**src/rtl/lbp_pkg.sv**
```systemverilog
// Purpose: shared constants and types for the local bus host port
// Assumes: one 40 MHz clock, synchronous active-high reset
// Notes: both ends meet in lbp_if
// Notes on behaviour
// - address and data share one 32-bit bus
// - host drives four active-low byte lane selects
// - space select low for I/O, high memory
// - direction low for read, high write
// - host pulses cycle start with address valid
// - device samples and drives on bus clock
// - ready return low extends read, data held
// - claim output low for own address window
// - device pulses ready low to end cycle
// - reset high holds device in reset state
// - data buffer enable low during data phase
// - address buffer enable low during address phase
// - turnaround low on writes, high on reads
// - interrupt low while condition pending, open collector
package lbp_pkg;
  localparam int DATA_W = 32; // shared bus width
  localparam int LANES = 4; // byte lanes
  localparam logic SPACE_IO = 1'h0; // space select value for I/O
  localparam logic SPACE_MEM = 1'h1; // space select value for memory
  localparam logic DIR_READ = 1'h0; // direction value for read
  localparam logic DIR_WRITE = 1'h1; // direction value for write
  localparam logic [31:0] MEM_BASE = 32'h000a_0000; // memory window base
  localparam logic [31:0] MEM_MASK = 32'hfffe_0000; // memory window mask
  localparam logic [31:0] IO_BASE = 32'h0000_03c0; // I/O window base
  localparam logic [31:0] IO_MASK = 32'hffff_ffe0; // I/O window mask
  localparam int WAIT_CYC = 1; // device wait cycles before ready
  typedef enum logic [2:0] {
    LBP_IDLE = 3'h0, // waiting for cycle start
    LBP_ADDR = 3'h1, // address phase, decode
    LBP_DATA = 3'h2, // data phase, wait states
    LBP_DONE = 3'h3, // ready driven
    LBP_HOLD = 3'h4 // read data held for ready return
  } lbp_state_t;
endpackage

```
**src/rtl/lbp_if.sv**
```systemverilog
// Purpose: wires between host and device ends of the local bus
// Assumes: testbench resolves shared bus from output enables
// Notes: ad_bus is the resolved level of the shared bus
`timescale 1ns/1ps
interface lbp_if;
  logic [31:0] host_ad_o; // host address/data drive
  logic host_ad_oe; // host drives bus
  logic [31:0] dev_ad_o; // device read data drive
  logic dev_ad_oe; // device drives bus
  logic [31:0] ad_bus; // resolved bus level
  logic [3:0] lane_select_n; // lane3..lane0 selects, low valid
  logic space_select; // low I/O, high memory
  logic cycle_dir; // low read, high write
  logic cycle_start_strobe_n; // low: address valid
  logic ready_return_n; // low: extend read
  logic local_claim_n; // low: device claims cycle
  logic ready_n_o; // device ready drive value
  logic ready_n_oe; // device drives ready
  logic data_buffer_enable_n; // low: data transceiver on
  logic addr_buffer_enable_n; // low: address buffer on
  logic buf_dir; // low write, high read
  logic irq_n_o; // interrupt drive value
  logic irq_n_oe; // interrupt driven
  modport host (
    output host_ad_o, host_ad_oe, lane_select_n, space_select, cycle_dir,
    output cycle_start_strobe_n, ready_return_n,
    input ad_bus, local_claim_n, ready_n_o, ready_n_oe, irq_n_o, irq_n_oe
  );
  modport device (
    output dev_ad_o, dev_ad_oe, local_claim_n, ready_n_o, ready_n_oe,
    output data_buffer_enable_n, addr_buffer_enable_n, buf_dir, irq_n_o, irq_n_oe,
    input ad_bus, lane_select_n, space_select, cycle_dir, cycle_start_strobe_n,
    input ready_return_n
  );
endinterface

```
**src/rtl/lbp_device.sv**
```systemverilog
// Purpose: device end of the local bus host port
// Assumes: bus inputs synchronous to clk, the local bus clock
// Notes: internal side sees one access per claimed cycle
`timescale 1ns/1ps
module lbp_device (
  input wire logic clk, // local bus clock
  input wire logic reset, // synchronous reset, high
  lbp_if.device bus, // host bus side
  output logic acc_valid, // one-cycle pulse: access served
  output logic acc_write, // access was a write
  output logic acc_mem, // access was memory space
  output logic [31:0] acc_addr, // access address
  output logic [31:0] acc_wdata, // write data
  output logic [3:0] acc_lanes_n, // lane selects of the access
  input wire logic [31:0] rd_data, // read data for current address
  input wire logic irq_pending // interrupting condition present
);
  lbp_pkg::lbp_state_t state_ff; // cycle state
  lbp_pkg::lbp_state_t nxt_state;
  logic [31:0] addr_ff; // latched address
  logic [31:0] rdata_ff; // latched read data
  logic write_ff; // latched direction
  logic mem_ff; // latched space
  logic [3:0] lanes_ff; // latched lane selects
  logic [1:0] wait_ff; // wait-state counter
  logic hit; // address falls in own window
  logic hit_mem; // address inside the memory window
  logic hit_io; // address inside the i/o window
  logic wait_done; // last wait state reached
  logic in_addr; // address phase of a claimed cycle
  logic in_data; // data phase, wait states included
  logic in_done; // ready cycle
  logic in_hold; // read data held for ready return
  logic busy; // any claimed state
  logic rd_drive; // read data on the shared bus

  // memory window compare on the live bus
  always_comb begin
    hit_mem = (bus.ad_bus & lbp_pkg::MEM_MASK) == lbp_pkg::MEM_BASE;
  end

  // i/o window compare on the live bus
  always_comb begin
    hit_io = (bus.ad_bus & lbp_pkg::IO_MASK) == lbp_pkg::IO_BASE;
  end

  // pick the window that the space select names
  always_comb begin
    if (bus.space_select == lbp_pkg::SPACE_MEM) begin
      hit = hit_mem; // memory cycle
    end else begin
      hit = hit_io; // i/o cycle
    end
  end

  // one flag per busy state, so the pin logic reads plainly
  always_comb begin
    in_addr = state_ff == lbp_pkg::LBP_ADDR;
    in_data = state_ff == lbp_pkg::LBP_DATA;
    in_done = state_ff == lbp_pkg::LBP_DONE;
    in_hold = state_ff == lbp_pkg::LBP_HOLD;
  end

  // claimed from the address phase until the cycle is let go
  always_comb begin
    busy = in_addr || in_data || in_done || in_hold;
  end

  // read data stands from the first data cycle until release
  always_comb begin
    rd_drive = !write_ff && (in_data || in_done || in_hold);
  end

  // wait states used up, data phase may end
  always_comb begin
    wait_done = wait_ff == 2'(lbp_pkg::WAIT_CYC);
  end

  // next state
  always_comb begin
    nxt_state = state_ff;
    case (state_ff)
      lbp_pkg::LBP_IDLE: begin
        if (!bus.cycle_start_strobe_n && hit) begin
          nxt_state = lbp_pkg::LBP_ADDR;
        end
      end
      lbp_pkg::LBP_ADDR: nxt_state = lbp_pkg::LBP_DATA;
      lbp_pkg::LBP_DATA: begin
        if (wait_done) begin
          nxt_state = lbp_pkg::LBP_DONE;
        end
      end
      lbp_pkg::LBP_DONE: begin
        if (!write_ff && !bus.ready_return_n) begin
          nxt_state = lbp_pkg::LBP_HOLD;
        end else begin
          nxt_state = lbp_pkg::LBP_IDLE;
        end
      end
      lbp_pkg::LBP_HOLD: begin
        if (bus.ready_return_n) begin
          nxt_state = lbp_pkg::LBP_IDLE;
        end
      end
      default: nxt_state = lbp_pkg::LBP_IDLE;
    endcase
  end

  // state register, held idle in reset
  always_ff @(posedge clk) begin
    if (reset) begin
      state_ff <= lbp_pkg::LBP_IDLE;
    end else begin
      state_ff <= nxt_state;
    end
  end

  // capture address and status at cycle start
  always_ff @(posedge clk) begin
    if (reset) begin
      addr_ff <= 32'h0;
      write_ff <= 1'h0;
      mem_ff <= 1'h0;
      lanes_ff <= 4'hf;
    end else if (state_ff == lbp_pkg::LBP_IDLE && !bus.cycle_start_strobe_n) begin
      addr_ff <= bus.ad_bus;
      write_ff <= bus.cycle_dir == lbp_pkg::DIR_WRITE;
      mem_ff <= bus.space_select == lbp_pkg::SPACE_MEM;
      lanes_ff <= bus.lane_select_n;
    end
  end

  // wait-state counter in data phase
  always_ff @(posedge clk) begin
    if (reset || state_ff != lbp_pkg::LBP_DATA) begin
      wait_ff <= 2'h0;
    end else begin
      wait_ff <= wait_ff + 2'h1;
    end
  end

  // read data latched once, held through extension
  always_ff @(posedge clk) begin
    if (reset) begin
      rdata_ff <= 32'h0;
    end else if (state_ff == lbp_pkg::LBP_ADDR) begin
      rdata_ff <= rd_data;
    end
  end

  // internal access pulse, write data taken at ready
  always_ff @(posedge clk) begin
    if (reset) begin
      acc_valid <= 1'h0;
      acc_write <= 1'h0;
      acc_mem <= 1'h0;
      acc_addr <= 32'h0;
      acc_wdata <= 32'h0;
      acc_lanes_n <= 4'hf;
    end else begin
      acc_valid <= state_ff == lbp_pkg::LBP_DONE;
      if (state_ff == lbp_pkg::LBP_DONE) begin
        acc_write <= write_ff;
        acc_mem <= mem_ff;
        acc_addr <= addr_ff;
        acc_wdata <= write_ff ? bus.ad_bus : 32'h0;
        acc_lanes_n <= lanes_ff;
      end
    end
  end

  // claim pin, low while a claimed cycle runs
  always_comb begin
    bus.local_claim_n = !busy;
  end

  // ready pin, open collector: pulled low for the single done cycle
  always_comb begin
    bus.ready_n_o = 1'h0; // only ever drives low
    bus.ready_n_oe = in_done;
  end

  // transceiver enables, never both on at once
  always_comb begin
    bus.addr_buffer_enable_n = !in_addr;
    bus.data_buffer_enable_n = !(in_data || in_done || in_hold);
  end

  // transceiver direction follows the latched cycle direction
  always_comb begin
    if (write_ff) begin
      bus.buf_dir = 1'h0; // write: host towards device
    end else begin
      bus.buf_dir = 1'h1; // read: device towards host
    end
  end

  // read data from a flop, so it stays put through any extension
  always_comb begin
    bus.dev_ad_o = rdata_ff;
    bus.dev_ad_oe = rd_drive;
  end

  // interrupt pin, open collector, released while in reset
  always_comb begin
    bus.irq_n_o = 1'h0; // only ever drives low
    bus.irq_n_oe = irq_pending && !reset;
  end
endmodule

```
**src/flat_wrapper.sv**
```systemverilog
// flat-port wrapper written by rule: the top's interface ports become plain ports
module lbp_device_flat 
  (clk, reset, acc_valid, acc_write, acc_mem, acc_addr, acc_wdata, acc_lanes_n, rd_data, irq_pending, bus_dev_ad_o, bus_dev_ad_oe, bus_local_claim_n, bus_ready_n_o, bus_ready_n_oe, bus_data_buffer_enable_n, bus_addr_buffer_enable_n, bus_buf_dir, bus_irq_n_o, bus_irq_n_oe, bus_ad_bus, bus_lane_select_n, bus_space_select, bus_cycle_dir, bus_cycle_start_strobe_n, bus_ready_return_n);
  lbp_if bus_i ();
  input wire logic clk;
  input wire logic reset;
  output logic acc_valid;
  output logic acc_write;
  output logic acc_mem;
  output logic [31:0] acc_addr;
  output logic [31:0] acc_wdata;
  output logic [3:0] acc_lanes_n;
  input wire logic [31:0] rd_data;
  input wire logic irq_pending;
  output wire logic [$bits(bus_i.dev_ad_o)-1:0] bus_dev_ad_o;
  output wire logic [$bits(bus_i.dev_ad_oe)-1:0] bus_dev_ad_oe;
  output wire logic [$bits(bus_i.local_claim_n)-1:0] bus_local_claim_n;
  output wire logic [$bits(bus_i.ready_n_o)-1:0] bus_ready_n_o;
  output wire logic [$bits(bus_i.ready_n_oe)-1:0] bus_ready_n_oe;
  output wire logic [$bits(bus_i.data_buffer_enable_n)-1:0] bus_data_buffer_enable_n;
  output wire logic [$bits(bus_i.addr_buffer_enable_n)-1:0] bus_addr_buffer_enable_n;
  output wire logic [$bits(bus_i.buf_dir)-1:0] bus_buf_dir;
  output wire logic [$bits(bus_i.irq_n_o)-1:0] bus_irq_n_o;
  output wire logic [$bits(bus_i.irq_n_oe)-1:0] bus_irq_n_oe;
  input wire logic [$bits(bus_i.ad_bus)-1:0] bus_ad_bus;
  input wire logic [$bits(bus_i.lane_select_n)-1:0] bus_lane_select_n;
  input wire logic [$bits(bus_i.space_select)-1:0] bus_space_select;
  input wire logic [$bits(bus_i.cycle_dir)-1:0] bus_cycle_dir;
  input wire logic [$bits(bus_i.cycle_start_strobe_n)-1:0] bus_cycle_start_strobe_n;
  input wire logic [$bits(bus_i.ready_return_n)-1:0] bus_ready_return_n;
  assign bus_dev_ad_o = bus_i.dev_ad_o;
  assign bus_dev_ad_oe = bus_i.dev_ad_oe;
  assign bus_local_claim_n = bus_i.local_claim_n;
  assign bus_ready_n_o = bus_i.ready_n_o;
  assign bus_ready_n_oe = bus_i.ready_n_oe;
  assign bus_data_buffer_enable_n = bus_i.data_buffer_enable_n;
  assign bus_addr_buffer_enable_n = bus_i.addr_buffer_enable_n;
  assign bus_buf_dir = bus_i.buf_dir;
  assign bus_irq_n_o = bus_i.irq_n_o;
  assign bus_irq_n_oe = bus_i.irq_n_oe;
  assign bus_i.ad_bus = bus_ad_bus;
  assign bus_i.lane_select_n = bus_lane_select_n;
  assign bus_i.space_select = bus_space_select;
  assign bus_i.cycle_dir = bus_cycle_dir;
  assign bus_i.cycle_start_strobe_n = bus_cycle_start_strobe_n;
  assign bus_i.ready_return_n = bus_ready_return_n;
  lbp_device u_core (.clk(clk), .reset(reset), .bus(bus_i), .acc_valid(acc_valid), .acc_write(acc_write), .acc_mem(acc_mem), .acc_addr(acc_addr), .acc_wdata(acc_wdata), .acc_lanes_n(acc_lanes_n), .rd_data(rd_data), .irq_pending(irq_pending));
endmodule
```
**config.mk**
```make
export PLATFORM = sky130hd
export DESIGN_NAME = lbp_device_flat
export DESIGN_NICKNAME = d
export VERILOG_FILES = /design/src/rtl/lbp_pkg.sv /design/src/rtl/lbp_if.sv /design/src/rtl/lbp_device.sv /design/src/flat_wrapper.sv
export SDC_FILE = /design/constraint.sdc
export NUM_CORES = 1
export LEC_CHECK = 0
export BUFFER_PORTS_ARGS = -buffer_cell sky130_fd_sc_hd__buf_2
export CORE_MARGIN = 2
export CORE_UTILIZATION = 35
export DETAILED_ROUTE_END_ITERATION = 10
export SLEW_MARGIN = 30
export SYNTH_ARGS = -nofsm -noshare
export SYNTH_HDL_FRONTEND = slang
export SYNTH_SLANG_ARGS = --single-unit
```
**constraint.sdc**
```tcl
create_clock -name clk -period 1.5 [get_ports clk]
set_input_delay 0.3 -clock clk [delete_from_list [all_inputs] [get_ports clk]]
set_output_delay 0.3 -clock clk [all_outputs]
set_load 0.03 [all_outputs]
```
==> results.txt <==
The count of buffers from port buffering came out at 184. The number of storage elements in the synthesis netlist is 146. The number of warnings printed during yosys synthesis is 0. The met2 layer wire length in the routed design came out at approximately 8 mm.

The leakage component of the power came out at 3.492 nW. The synthesized netlist occupies a cell area of 5250 sq um. The final reports fail on negative setup slack. The detailed placer's ending HPWL is between 10 and 15 mm. The count of different cell masters after synthesis came out at 32. The latest clock arrival within the worst-skew pair came out at between 400 and 500 ps. Counting flops with a built-in enable in the synthesized netlist gives 0. The placer's final routability congestion estimate came out at approximately 0.80.

The arrival time of the worst setup path came out at 1430 ps. Summed over all layers, the routed wires come to between 15 and 20 mm. The maximum cell stage delay along the critical path came out at 370 ps. STA classifies the critical path endpoint as an output port. Of all nets on the critical path, the largest fanout is 4. The number of hold violations in the final report is 0. Setup repair after global routing could not meet its margin everywhere. For the final database, setup skew stands at 4.785 ps. The number of clock buffers inserted by TritonCTS is 17. The final worst-path setup slack is -232.5 ps. The initial detailed-routing violation count is roughly 280. The number of fillers in the final layout is 1306. The power per cell area came out at roughly 1100 nW/um^2. The critical path goes through buf_6, mux2i_4, and2_4, buf_6. The core box area came out at 14590 sq um. The classification of the worst setup path is register to output port.

Detailed routing placed a total of 1.361 mm of wire on met3. The register area share after synthesis came out at 55.67%. The pin count of the biggest net entering global routing is 62. The maximum clock frequency came out at between 500 and 600 MHz. The detail route stage leaves a number of antenna-violating nets equal to 0. In the synthesized netlist the dominant register cell turns out to be sky130_fd_sc_hd__dfxtp_1. The largest area contributor in the netlist is sky130_fd_sc_hd__dfxtp_1. In this design, the critical path's most frequently occurring cell is sky130_fd_sc_hd__buf_6. The number of levels the H-tree was split into is 4. TritonCTS built the clock tree. The minimum period implied by the final worst setup slack came out at 1733 ps.

The worst path uses 115.5% of the clock period. The detailed-route via count is 5336. The total overflow left after global routing is 0. The count of standard-cell rows came out at 44.

The number of nets in the layout is 955. After synthesis, the share of flip-flops with an asynchronous set or reset is 0%. The share of post-route cells with drive strength above 1 is 41.98%.

VDD sags by at most between 0.0006 and 0.0007 V. No sink is reached through more buffers than the 2 on the longest clock path. The routed length on met1 came out at around 7.5 mm.

The global-route usage over all layers is 19.67%. The commonest cells after synthesis are sky130_fd_sc_hd__nand2_1, sky130_fd_sc_hd__dfxtp_1, sky130_fd_sc_hd__a21oi_1, sky130_fd_sc_hd__nand3_1, sky130_fd_sc_hd__clkbuf_1. For this run, design rule violations remaining after detail routing come to 0. The number of sinks driven by the clock tree is roughly 150. The max-capacitance violation count is 0. Summed over all failing endpoints, the final setup total negative slack is -6116 ps. In the routed layout, each cell is associated on average with a via count of approximately 5.0. The per-cell routed wire length came out at 15.92 um.

Ranked by total cell area, the synthesized netlist is headed by sky130_fd_sc_hd__dfxtp_1, sky130_fd_sc_hd__nand2_1, sky130_fd_sc_hd__a21oi_1. The completed layout was analyzed and its total power is between 0.009 and 0.01 W. sky130_fd_sc_hd__nand2_1 is the most common cell in the netlist. Relative to the synthesized area, the layout overhead comes to 55.48%. The number of standard cells after synthesis is 661.

The first-pass GRT wire length came out at 25.17 mm. The worst hold path belongs to the class input port to register. The clock-pin slew on the worst setup and hold paths came out at ~60 ps.

The synthesized design devotes to its leading area cell type ~56% of total area. The per-instance average area after synthesis came out at 7.943 sq um. The first-pass iteration count of the detailed router came out at 4.

CTS placed an instance of sky130_fd_sc_hd__clkbuf_16 at the clock tree root. The number of max-slew violations in the final report came out at 0. The critical-path cell with the highest stage delay is sky130_fd_sc_hd__dfxtp_4.

The highest layer touched by signal routing is met5. STA classifies the critical path startpoint as a register. Before CTS, the worst setup slack after placement is -204.5 ps. The flow ran to the end, but the final reports show violations. The initial core utilization came out at 35.99%. Setup violations remaining at the end of the flow were counted as 40.

The via count of the first global-routing pass is around 5000. The total die area is 16000 sq um. The number of placed I/O pins came out at 187.

The initial antenna violation count came out at 2. The horizontal die dimension is approximately 130 um. The die boundary height is ~130 um. The post-route worst hold slack is about 70 ps. STA puts the critical path data required time at 1200 ps.
-- routing by layer --
layer	global-route usage [%]	vias to the layer above
met2	32.02	191
met5	0	-
li1	-	2608
met4	6.917	2
met1	24.52	2512
met3	6.369	23
-- registers in the layout (all words and copies together), names as in the netlist, 2 cells and up --
register and cells:
u_core.acc_addr 32, u_core.acc_wdata 32, u_core.addr_ff 32, u_core.bus.dev_ad_o 32
u_core.acc_lanes_n 4, u_core.lanes_ff 4, u_core.state_ff 3, u_core.wait_ff 2
-- report_power, final --
group / internal [W] / switching, W / total, W / leakage, nW
clock network: 0.00308 / 0.00157 / 0.00465 / 0.317
registers: 0.00393 / 0.0000317 / 0.00396 / 1.19
logic: 0.000243 / 0.000335 / 0.000578 / 1.99
total: 0.00725 / 0.00194 / 0.00919 / 3.49
-- layout by cell type, fill, tap and decap left out, types with 2 or more instances in the layout --
cell,instances
sky130_fd_sc_hd__nor4_2,2
sky130_fd_sc_hd__buf_4,37
sky130_fd_sc_hd__clkbuf_8,3
sky130_fd_sc_hd__a21oi_1,98
sky130_fd_sc_hd__diode_2,2
sky130_fd_sc_hd__conb_1,2
sky130_fd_sc_hd__nand2_4,28
sky130_fd_sc_hd__nand2_2,12
sky130_fd_sc_hd__nand3_1,32
sky130_fd_sc_hd__clkbuf_16,25
sky130_fd_sc_hd__inv_1,2
sky130_fd_sc_hd__nand3b_1,11
sky130_fd_sc_hd__clkbuf_1,2
sky130_fd_sc_hd__nor2_1,3
sky130_fd_sc_hd__dfxtp_1,142
sky130_fd_sc_hd__nor3_1,2
sky130_fd_sc_hd__bufinv_16,5
sky130_fd_sc_hd__clkinv_2,2
sky130_fd_sc_hd__nor2_2,3
sky130_fd_sc_hd__inv_2,2
sky130_fd_sc_hd__buf_2,178
sky130_fd_sc_hd__dfxtp_4,3
sky130_fd_sc_hd__buf_8,2
sky130_fd_sc_hd__nand2_1,211
sky130_fd_sc_hd__nor4_1,4
sky130_fd_sc_hd__buf_6,14
sky130_fd_sc_hd__a21oi_2,35
sky130_fd_sc_hd__buf_12,10
-- repair_timing --
item	CTS	global route
setup buffers	11	5
gates cloned	3	10
pin swaps	2	64
endpoints found under the setup margin	31	70
resized for setup	32	121
hold buffers	0	0
-- final cells by class --
type | instances | area [sq um] | share of cell area, %
clock inverter | 9 | 176.4 | 2.161
antenna | 2 | 5.005 | 0.06131
sequential | 146 | 2935 | 35.96
clock buffer | 22 | 474.2 | 5.809
multi-input combinational | 459 | 2510 | 30.75
tap | 184 | 230.2 | 2.820
inverter | 4 | 15.01 | 0.1839
timing repair buffer | 251 | 1817 | 22.26
-- through the flow --
stage | cell area (sq um) | std cells | util, %
CTS | 7458 | 1061 | 51.12
global route | 8158 | 1075 | 55.92
finish | 8163 | 1077 | 55.95
global placement | 6554 | 1016 | 44.92
detailed placement | 6554 | 1016 | 44.92
floorplan | 5283 | 662 | -
-- critical path: cells and delay by family, from the launching register on --
kind | cells | cell delay (ps)
buffers and inverters | 2 | 240
DFF | 1 | 370
muxes | 1 | 220
and+or+nand+nor | 1 | 180
-- logic make-up (layout without fill, tap and decap cells) --
family                     count (synthesis)  after routing  share of synthesized area, %
DFF                                      146            146                         55.67
adders and majority gates                  1              1                        0.2383
xor gates and xnor gates                   1              1                        0.1669
AOI/OAI and AO/OA                        137            137                         13.30
and+or+nand+nor                          317            317                         25.50
other                                      1              4                       0.07143
buffers and inverters                     57            286                         4.862
muxes                                      1              1                        0.1907
-- worst paths after layout --
| check | startpoint | to | slack (ps) | cells after the start |
|---|---|---|---|---|
| max | u_core.state_ff[1] | bus_local_claim_n | -230 | 4 |
| min | bus_ready_return_n | u_core.state_ff[2] | 70 | 2 |
| max reg2reg | u_core.state_ff[1] | u_core.addr_ff[23] | -200 | 8 |
| min reg2reg | u_core.wait_ff[0] | u_core.wait_ff[0] | 420 | 1 |
(Power assumes the default switching activity.)
